`src/verilog/ccu_pkg.sv`:
```
// constants for the upper clock configuration fields
`default_nettype none
package ccu_pkg;
    localparam int          CCU_ADDR_W       = 8;
    localparam logic [7:0]  CCU_CFG_OFFSET   = 8'h04;
    localparam logic [31:0] CCU_CFG_RESET    = 32'h0000_0000;
    // field positions
    localparam int          CCU_PLLMUL_LSB   = 18;
    localparam int          CCU_PLLMUL_MSB   = 21;
    localparam int          CCU_USBPSC_LSB   = 22;
    localparam int          CCU_USBPSC_MSB   = 23;
    localparam int          CCU_CLKSEL_LSB   = 24;
    localparam int          CCU_CLKSEL_MSB   = 26;
    localparam int          CCU_FPU_CLOCK_PRESCALER_BIT   = 27;
    localparam int          CCU_SDPSC_LSB    = 28;
    localparam int          CCU_SDPSC_MSB    = 29;
    // field reset values
    localparam logic [3:0]  CCU_PLLMUL_RST   = 4'h0;
    localparam logic [1:0]  CCU_USBPSC_RST   = 2'h0;
    localparam logic [2:0]  CCU_CLKSEL_RST   = 3'h0;
    localparam logic        CCU_FPU_CLOCK_PRESCALER_RST   = 1'b0;
    localparam logic [1:0]  CCU_SDPSC_RST    = 2'h0;
    // pll multiplier decode
    localparam logic [3:0]  CCU_PLLMUL_LAST  = 4'hd;
    localparam logic [4:0]  CCU_PLLMUL_BASE  = 5'h02;
    localparam logic [4:0]  CCU_PLLMUL_CAP   = 5'h10;
    // usb divider, expressed in half steps (ratio times two)
    localparam logic [2:0]  CCU_USB_HDIV_0   = 3'h3;
    localparam logic [2:0]  CCU_USB_HDIV_1   = 3'h2;
    localparam logic [2:0]  CCU_USB_HDIV_2   = 3'h4;
    localparam logic [2:0]  CCU_USB_HDIV_3   = 3'h5;
    // fpu and sdram dividers
    localparam logic [1:0]  CCU_FPU_DIV_1    = 2'h1;
    localparam logic [1:0]  CCU_FPU_DIV_2    = 2'h2;
    localparam logic [2:0]  CCU_SD_DIV_1     = 3'h1;
    localparam logic [2:0]  CCU_SD_DIV_2     = 3'h2;
    localparam logic [2:0]  CCU_SD_DIV_4     = 3'h4;
    localparam logic [1:0]  CCU_SD_CODE_DIV2 = 2'h1;

    typedef enum logic [2:0] {
        CCU_OUT_NONE = 3'b000,
        CCU_OUT_SYS  = 3'b100,
        CCU_OUT_RC   = 3'b101,
        CCU_OUT_EXT  = 3'b110,
        CCU_OUT_PLL2 = 3'b111
    } ccu_clkout_e;
endpackage
`default_nettype wire
```
`src/verilog/ccu_clock_config.sv`:
```
// upper fields of the clock configuration register and derived selections
`default_nettype none
`timescale 1ns/1ps
// Function
// [RULE1] the pll multiplier field takes writes only while the pll is off.
// [RULE2] multiplier codes 0 to 13 give code plus two, codes 14 and 15 give 16.
// [RULE3] software keeps the pll output at or below its maximum frequency.
// [RULE4] the usb prescaler divides the pll output by 1.5, 1, 2 or 2.5.
// [RULE5] while a usb device clock is on, the usb prescaler cannot be changed.
// [RULE6] software sets the usb prescaler and checks it before usb clock on.
// [RULE7] the clock out select drives none, system, rc, oscillator or pll/2.
// [RULE8] the clock output pin may glitch when started or switched.
// [RULE9] software keeps the system clock on the pin at or below io limit.
// [RULE10] the fpu bit selects the ahb clock undivided or divided by two.
// [RULE11] the sdram prescaler divides by one, two or four.
// [RULE12] software keeps the sdram clock below its maximum frequency.
// [RULE13] fields change only through software writes.
// [RULE14] bits 31:30 read as zero and ignore writes.
module ccu_clock_config (
    input  wire logic                           i_clk,
    input  wire logic                           i_reset,
    input  wire logic [ccu_pkg::CCU_ADDR_W-1:0] i_addr,
    input  wire logic [31:0]                    i_wdata,
    input  wire logic                           i_wr,
    input  wire logic                           i_rd,
    input  wire logic                           i_pll_enabled,
    input  wire logic                           i_usb_clock_enabled,
    input  wire logic                           i_system_clock,
    input  wire logic                           i_internal_rc_clock,
    input  wire logic                           i_external_osc_clock,
    input  wire logic                           i_pll_output_clock,
    output logic      [31:0]                    o_rdata,
    output logic      [3:0]                     o_pll_multiplier,
    output logic      [4:0]                     o_pll_factor,
    output logic      [2:0]                     o_usb_half_divider,
    output logic      [1:0]                     o_fpu_divider,
    output logic      [2:0]                     o_sdram_divider,
    output logic      [2:0]                     o_clock_out_select,
    output logic                                o_clock_output_pin
);
    typedef ccu_pkg::ccu_clkout_e ccu_clkout_sel_t;

    logic                    cfg_hit;
    logic                    cfg_wr;
    logic [3:0]              pll_multiplier_r;
    logic [1:0]              usb_clock_prescaler_r;
    logic [2:0]              clock_out_select_r;
    logic                    fpu_clock_prescaler_r;
    logic [1:0]              sdram_clock_prescaler_r;
    logic [31:0]             cfg_value;
    logic [4:0]              pll_factor_nxt;
    logic [2:0]              usb_hdiv_nxt;
    logic [2:0]              sdram_div_nxt;
    logic                    pll_half_r;
    logic                    pll_clk_prev_r;
    logic                    pin_nxt;
    ccu_clkout_sel_t         sel_view;

    assign cfg_hit = (i_addr == ccu_pkg::CCU_CFG_OFFSET);
    assign cfg_wr  = i_wr && cfg_hit;

    // lower fields live elsewhere and read as zero here
    always_comb begin
        cfg_value = 32'h0000_0000;
        cfg_value[ccu_pkg::CCU_PLLMUL_MSB:ccu_pkg::CCU_PLLMUL_LSB] =
            pll_multiplier_r;
        cfg_value[ccu_pkg::CCU_USBPSC_MSB:ccu_pkg::CCU_USBPSC_LSB] =
            usb_clock_prescaler_r;
        cfg_value[ccu_pkg::CCU_CLKSEL_MSB:ccu_pkg::CCU_CLKSEL_LSB] =
            clock_out_select_r;
        cfg_value[ccu_pkg::CCU_FPU_CLOCK_PRESCALER_BIT] = fpu_clock_prescaler_r;
        cfg_value[ccu_pkg::CCU_SDPSC_MSB:ccu_pkg::CCU_SDPSC_LSB] =
            sdram_clock_prescaler_r;
    end

    // read data valid the cycle after the strobe only; unmapped reads zero
    always_ff @(posedge i_clk or posedge i_reset) begin
        if (i_reset) begin
            o_rdata <= 32'h0000_0000;
        end else if (i_rd && cfg_hit) begin
            o_rdata <= cfg_value; // RULE14
        end else begin
            o_rdata <= 32'h0000_0000;
        end
    end

    // multiplier is frozen while the pll runs, retuning it live would unlock
    always_ff @(posedge i_clk or posedge i_reset) begin
        if (i_reset) begin
            pll_multiplier_r <= ccu_pkg::CCU_PLLMUL_RST;
        end else if (cfg_wr && !i_pll_enabled) begin // RULE1 RULE13
            pll_multiplier_r <=
                i_wdata[ccu_pkg::CCU_PLLMUL_MSB:ccu_pkg::CCU_PLLMUL_LSB];
        end
    end

    // held whole while a usb clock runs, so a running usb clock never shifts
    always_ff @(posedge i_clk or posedge i_reset) begin
        if (i_reset) begin
            usb_clock_prescaler_r <= ccu_pkg::CCU_USBPSC_RST;
        end else if (cfg_wr && !i_usb_clock_enabled) begin // RULE5 RULE13
            usb_clock_prescaler_r <=
                i_wdata[ccu_pkg::CCU_USBPSC_MSB:ccu_pkg::CCU_USBPSC_LSB];
        end
    end

    always_ff @(posedge i_clk or posedge i_reset) begin
        if (i_reset) begin
            clock_out_select_r      <= ccu_pkg::CCU_CLKSEL_RST;
            fpu_clock_prescaler_r   <= ccu_pkg::CCU_FPU_CLOCK_PRESCALER_RST;
            sdram_clock_prescaler_r <= ccu_pkg::CCU_SDPSC_RST;
        end else if (cfg_wr) begin // RULE13
            clock_out_select_r      <=
                i_wdata[ccu_pkg::CCU_CLKSEL_MSB:ccu_pkg::CCU_CLKSEL_LSB];
            fpu_clock_prescaler_r   <= i_wdata[ccu_pkg::CCU_FPU_CLOCK_PRESCALER_BIT];
            sdram_clock_prescaler_r <=
                i_wdata[ccu_pkg::CCU_SDPSC_MSB:ccu_pkg::CCU_SDPSC_LSB];
        end
    end

    // decode of the stored codes
    always_comb begin
        if (pll_multiplier_r > ccu_pkg::CCU_PLLMUL_LAST) begin
            pll_factor_nxt = ccu_pkg::CCU_PLLMUL_CAP; // RULE2
        end else begin
            pll_factor_nxt = ccu_pkg::CCU_PLLMUL_BASE
                + {1'b0, pll_multiplier_r}; // RULE2
        end
        case (usb_clock_prescaler_r) // RULE4
            2'h0:    usb_hdiv_nxt = ccu_pkg::CCU_USB_HDIV_0;
            2'h1:    usb_hdiv_nxt = ccu_pkg::CCU_USB_HDIV_1;
            2'h2:    usb_hdiv_nxt = ccu_pkg::CCU_USB_HDIV_2;
            default: usb_hdiv_nxt = ccu_pkg::CCU_USB_HDIV_3;
        endcase
        case (sdram_clock_prescaler_r) // RULE11
            ccu_pkg::CCU_SDPSC_RST:    sdram_div_nxt = ccu_pkg::CCU_SD_DIV_1;
            ccu_pkg::CCU_SD_CODE_DIV2: sdram_div_nxt = ccu_pkg::CCU_SD_DIV_2;
            default:                   sdram_div_nxt = ccu_pkg::CCU_SD_DIV_4;
        endcase
    end

    always_ff @(posedge i_clk or posedge i_reset) begin
        if (i_reset) begin
            o_pll_multiplier   <= ccu_pkg::CCU_PLLMUL_RST;
            o_pll_factor       <= ccu_pkg::CCU_PLLMUL_BASE;
            o_usb_half_divider <= ccu_pkg::CCU_USB_HDIV_0;
            o_fpu_divider      <= ccu_pkg::CCU_FPU_DIV_1;
            o_sdram_divider    <= ccu_pkg::CCU_SD_DIV_1;
            o_clock_out_select <= ccu_pkg::CCU_CLKSEL_RST;
        end else begin
            o_pll_multiplier   <= pll_multiplier_r;
            o_pll_factor       <= pll_factor_nxt;
            o_usb_half_divider <= usb_hdiv_nxt;
            o_fpu_divider      <= fpu_clock_prescaler_r ? // RULE10
                ccu_pkg::CCU_FPU_DIV_2 : ccu_pkg::CCU_FPU_DIV_1;
            o_sdram_divider    <= sdram_div_nxt;
            o_clock_out_select <= clock_out_select_r;
        end
    end

    // pll halved by toggling on each sampled rising edge
    always_ff @(posedge i_clk or posedge i_reset) begin
        if (i_reset) begin
            pll_clk_prev_r <= 1'b0;
            pll_half_r     <= 1'b0;
        end else begin
            pll_clk_prev_r <= i_pll_output_clock;
            if (i_pll_output_clock && !pll_clk_prev_r) begin
                pll_half_r <= !pll_half_r;
            end
        end
    end

    assign sel_view = ccu_clkout_sel_t'(clock_out_select_r);

    // plain mux, no glitch guard: a short pulse on a switch is tolerated
    always_comb begin
        case (sel_view) // RULE7 RULE8
            ccu_pkg::CCU_OUT_SYS:  pin_nxt = i_system_clock;
            ccu_pkg::CCU_OUT_RC:   pin_nxt = i_internal_rc_clock;
            ccu_pkg::CCU_OUT_EXT:  pin_nxt = i_external_osc_clock;
            ccu_pkg::CCU_OUT_PLL2: pin_nxt = pll_half_r;
            default:               pin_nxt = 1'b0;
        endcase
    end

    always_ff @(posedge i_clk or posedge i_reset) begin
        if (i_reset) begin
            o_clock_output_pin <= 1'b0;
        end else begin
            o_clock_output_pin <= pin_nxt; // RULE7
        end
    end
endmodule
`default_nettype wire

```
`config.mk`:
```
export PLATFORM = sky130hd
export DESIGN_NAME = ccu_clock_config
export DESIGN_NICKNAME = d
export VERILOG_FILES = /design/src/verilog/ccu_pkg.sv /design/src/verilog/ccu_clock_config.sv
export SDC_FILE = /design/constraint.sdc
export NUM_CORES = 1
export LEC_CHECK = 0
export ABC_CLOCK_PERIOD_IN_PS = 1900
export BUFFER_PORTS_ARGS = -buffer_cell sky130_fd_sc_hd__buf_4
export CORE_ASPECT_RATIO = 1.25
export CORE_MARGIN = 10
export CORE_UTILIZATION = 43
export CTS_CLUSTER_SIZE = 12
export DETAILED_ROUTE_END_ITERATION = 6
export PLACE_DENSITY_LB_ADDON = 0.2
export SKIP_CTS_REPAIR_TIMING = 1
export SKIP_LAST_GASP = 1
export SLEW_MARGIN = 10
export SYNTH_ARGS = -nofsm -noshare
export SYNTH_HDL_FRONTEND = slang
export SYNTH_SLANG_ARGS = --single-unit
```
`constraint.sdc`:
```
create_clock -name i_clk -period 1.9 [get_ports i_clk]
set_input_delay 0.38 -clock i_clk [delete_from_list [all_inputs] [get_ports i_clk]]
set_output_delay 0.38 -clock i_clk [all_outputs]
set_load 0.02 [all_outputs]
```
==> metrics.yaml <==
die_h_um: 92.9
clk_latency_ns: 0.29
routedWlPerCell_um: 14.3
track_usage_pct: 10.1
ant_nets: 0
globalplace.congestion: 0.726
grt_pass1_wl_um: 5820
leakage_nw: 1.29
clkTransAtPathRegs_ns: 0.09
chipWidth_um: 78.3
grt_max_degree: 27
antenna_cells: 0
port_buffers: 62
syn2layout_area_growth_pct: 30.8
worst_slack_ns: 0.577
cts.sinks: 47
worst-path-buf-inv: 1
netlist_instances: 128
firstDrtPassIters: 3
max_stage_delay_ns: 0.52
htree_levels: 2
grt_remaining_overflow: 0
p_sw_uw: 449
crit_chain: "buf_4"
ys_types: 24
cp_top_family: "flip-flops"
cap_violations: 0
rsz0062_at_grt: "no"
fin_crit_ns: 1.32
ir_worst_vdd_uv: 358
drive_above_1_share_pct: 48.7
grt_antenna_before_repair: 0
layout_common_cells: "buf_4, dfrtp_1, conb_1, and2_1, mux2_2"
max_freq_mhz: 756
vias: 1069
layout.nets: 251
fin_setup_tns_ns: 0
clock_power_share_pct: 32.7
core_sq_um: 4100
critPathCaptureType: "output pin"
drv_slew: 0
status: "finished, final reports clean"
ys_seq_area_share_pct: 64.7
drt_iter0_drc: 60
numCtsBuffers: 5
via_per_inst: 4.23
grt_pass1_vias: 1244
cts_tree: "built"
power_mw: 1.88
syn_avg_cell_area_sq_um: 14.3
layout_commonest_cell: "buf_4"
critPathSlowestCell: "dfstp_2"
yosysWarnings: 0
hold_class: "in2async"
power.internal_mw: 1.43
p_sw_share_pct: 23.9
worstPathMaxFanout: 1
dp_hpwl_um: 3030
fp.dieArea_sq_um: 7270
skew_ns: 0.00710
drc_errors: 0
p_comb_share_pct: 10.5
setup_viol_count_final: 0
synth_area_sq_um: 1830
crit_path_start_kind: "flip-flop"
start_util_pct: 44.6
cts_buffer_depth: 2
finalHoldViolCount: 0
synth-seq-cells: 47
power_frac_seq_pct: 56.8
required_ns: 1.52
worstSetupPathType: "reg2out"
num_rows: 26
worstPathArrival_ns: 0.94
cts-root-buf: "clkbuf_8"
final.period_utilization_pct: 69.6
pre_cts_ws_ns: 0.235
pin_count: 103
drt-total-wl_um: 3620
p_per_area_nw_per_um2: 785
## metal layers
metal	vias up	track usage (%)	wire, um
met5	-	0	0
met4	0	4.94	64
met3	5	4.45	391
met2	54	18.0	1930
met1	511	9.59	1240
li1	499	-	-
## cells by family (layout without fill, tap and decap cells)
group	after synthesis	count (layout)	share of synthesized area, %
simple gates	30	30	11.9
xor+xnor	1	1	0.480
mux	13	13	8.63
fa+ha+maj	5	5	3.42
compound gates	1	1	0.274
other cells	1	20	0.205
flops	47	47	64.7
buf+inv	30	80	10.3
## flip-flops by register name, summed over array words and instances, names as in the netlist, 3 cells and up
register / cells
clock_out_select_r: 3
o_clock_out_select: 3
o_pll_factor: 5
o_pll_multiplier: 4
o_rdata: 12
o_sdram_divider: 3
o_usb_half_divider: 3
pll_multiplier_r: 4
## metrics by stage
| step | utilization [%] | instance area (sq um) | std cells | hold WS [ns] |
|---|---|---|---|---|
| 3_5_place_dp | 55.9 | 2290 | 245 | 0.396 |
| 6_report | 58.3 | 2390 | 253 | 0.112 |
| 2_1_floorplan | - | 1900 | 147 | 0.374 |
| 4_1_cts | 58.3 | 2390 | 253 | 0.122 |
| 5_1_grt | 58.3 | 2390 | 253 | 0.141 |
| 3_3_place_gp | 55.9 | 2290 | 245 | 0.391 |
## power by group through the flow
stage	logic [mW]	registers [mW]	clock network (mW)
floorplan	0.116	1.10	0
global placement	0.196	1.08	0
detailed placement	0.199	1.09	0
CTS	0.200	1.07	0.640
global route	0.217	1.07	0.679
finish	0.197	1.07	0.612
## worst paths after layout
kind	from	to	slack [ns]	depth (start not counted)
worst min register to register	pll_multiplier_r[0]$_DFFE_PP0P_	o_pll_multiplier[0]$_DFF_PP0_	0.41	0
worst max register to register	clock_out_select_r[0]$_DFFE_PP0P_	o_clock_output_pin$_DFF_PP0_	0.73	2
worst min-delay path	i_reset	pll_multiplier_r[2]$_DFFE_PP0P_	0.11	2
max in group asynchronous	i_reset	o_usb_half_divider[0]$_DFF_PP1_	1.18	3
worst max-delay path	o_pll_factor[1]$_DFF_PP1_	o_pll_factor[1]	0.58	1
min in group i_clk	i_pll_output_clock	pll_clk_prev_r$_DFF_PP0_	0.20	1
## cells in the mapped netlist (all sizes together)
| master | instances | area [sq um] |
|---|---|---|
| o21ai | 1 | 5.00 |
| inv | 8 | 30.0 |
| nor2 | 3 | 11.3 |
| xnor2 | 1 | 8.76 |
| mux4 | 1 | 22.5 |
| dfstp | 5 | 131 |
| and3 | 1 | 7.51 |
| and2 | 15 | 93.8 |
| nand4b | 2 | 17.5 |
| mux2 | 12 | 135 |
| nor4b | 1 | 23.8 |
| nor4 | 1 | 21.3 |
| nand3 | 3 | 20.0 |
| nand2b | 1 | 6.26 |
| buf | 20 | 150 |
| dfrtp | 42 | 1050 |
| ha | 5 | 62.6 |
| clkbuf | 2 | 8.75 |
| or2 | 1 | 6.26 |
| nand2 | 1 | 3.75 |
| conb | 1 | 3.75 |
| nor2b | 1 | 6.26 |
## final cells by class
type	count	area [sq um]
fillers	370	1710
flip-flops and latches	47	1180
multi-input cells	70	527
repair buffers	64	480
clock buffers	6	82.6
well taps	56	70.1
inverters	8	30.0
clock inverters	2	16.3
Note: power is estimated with default switching activity, not from simulation.
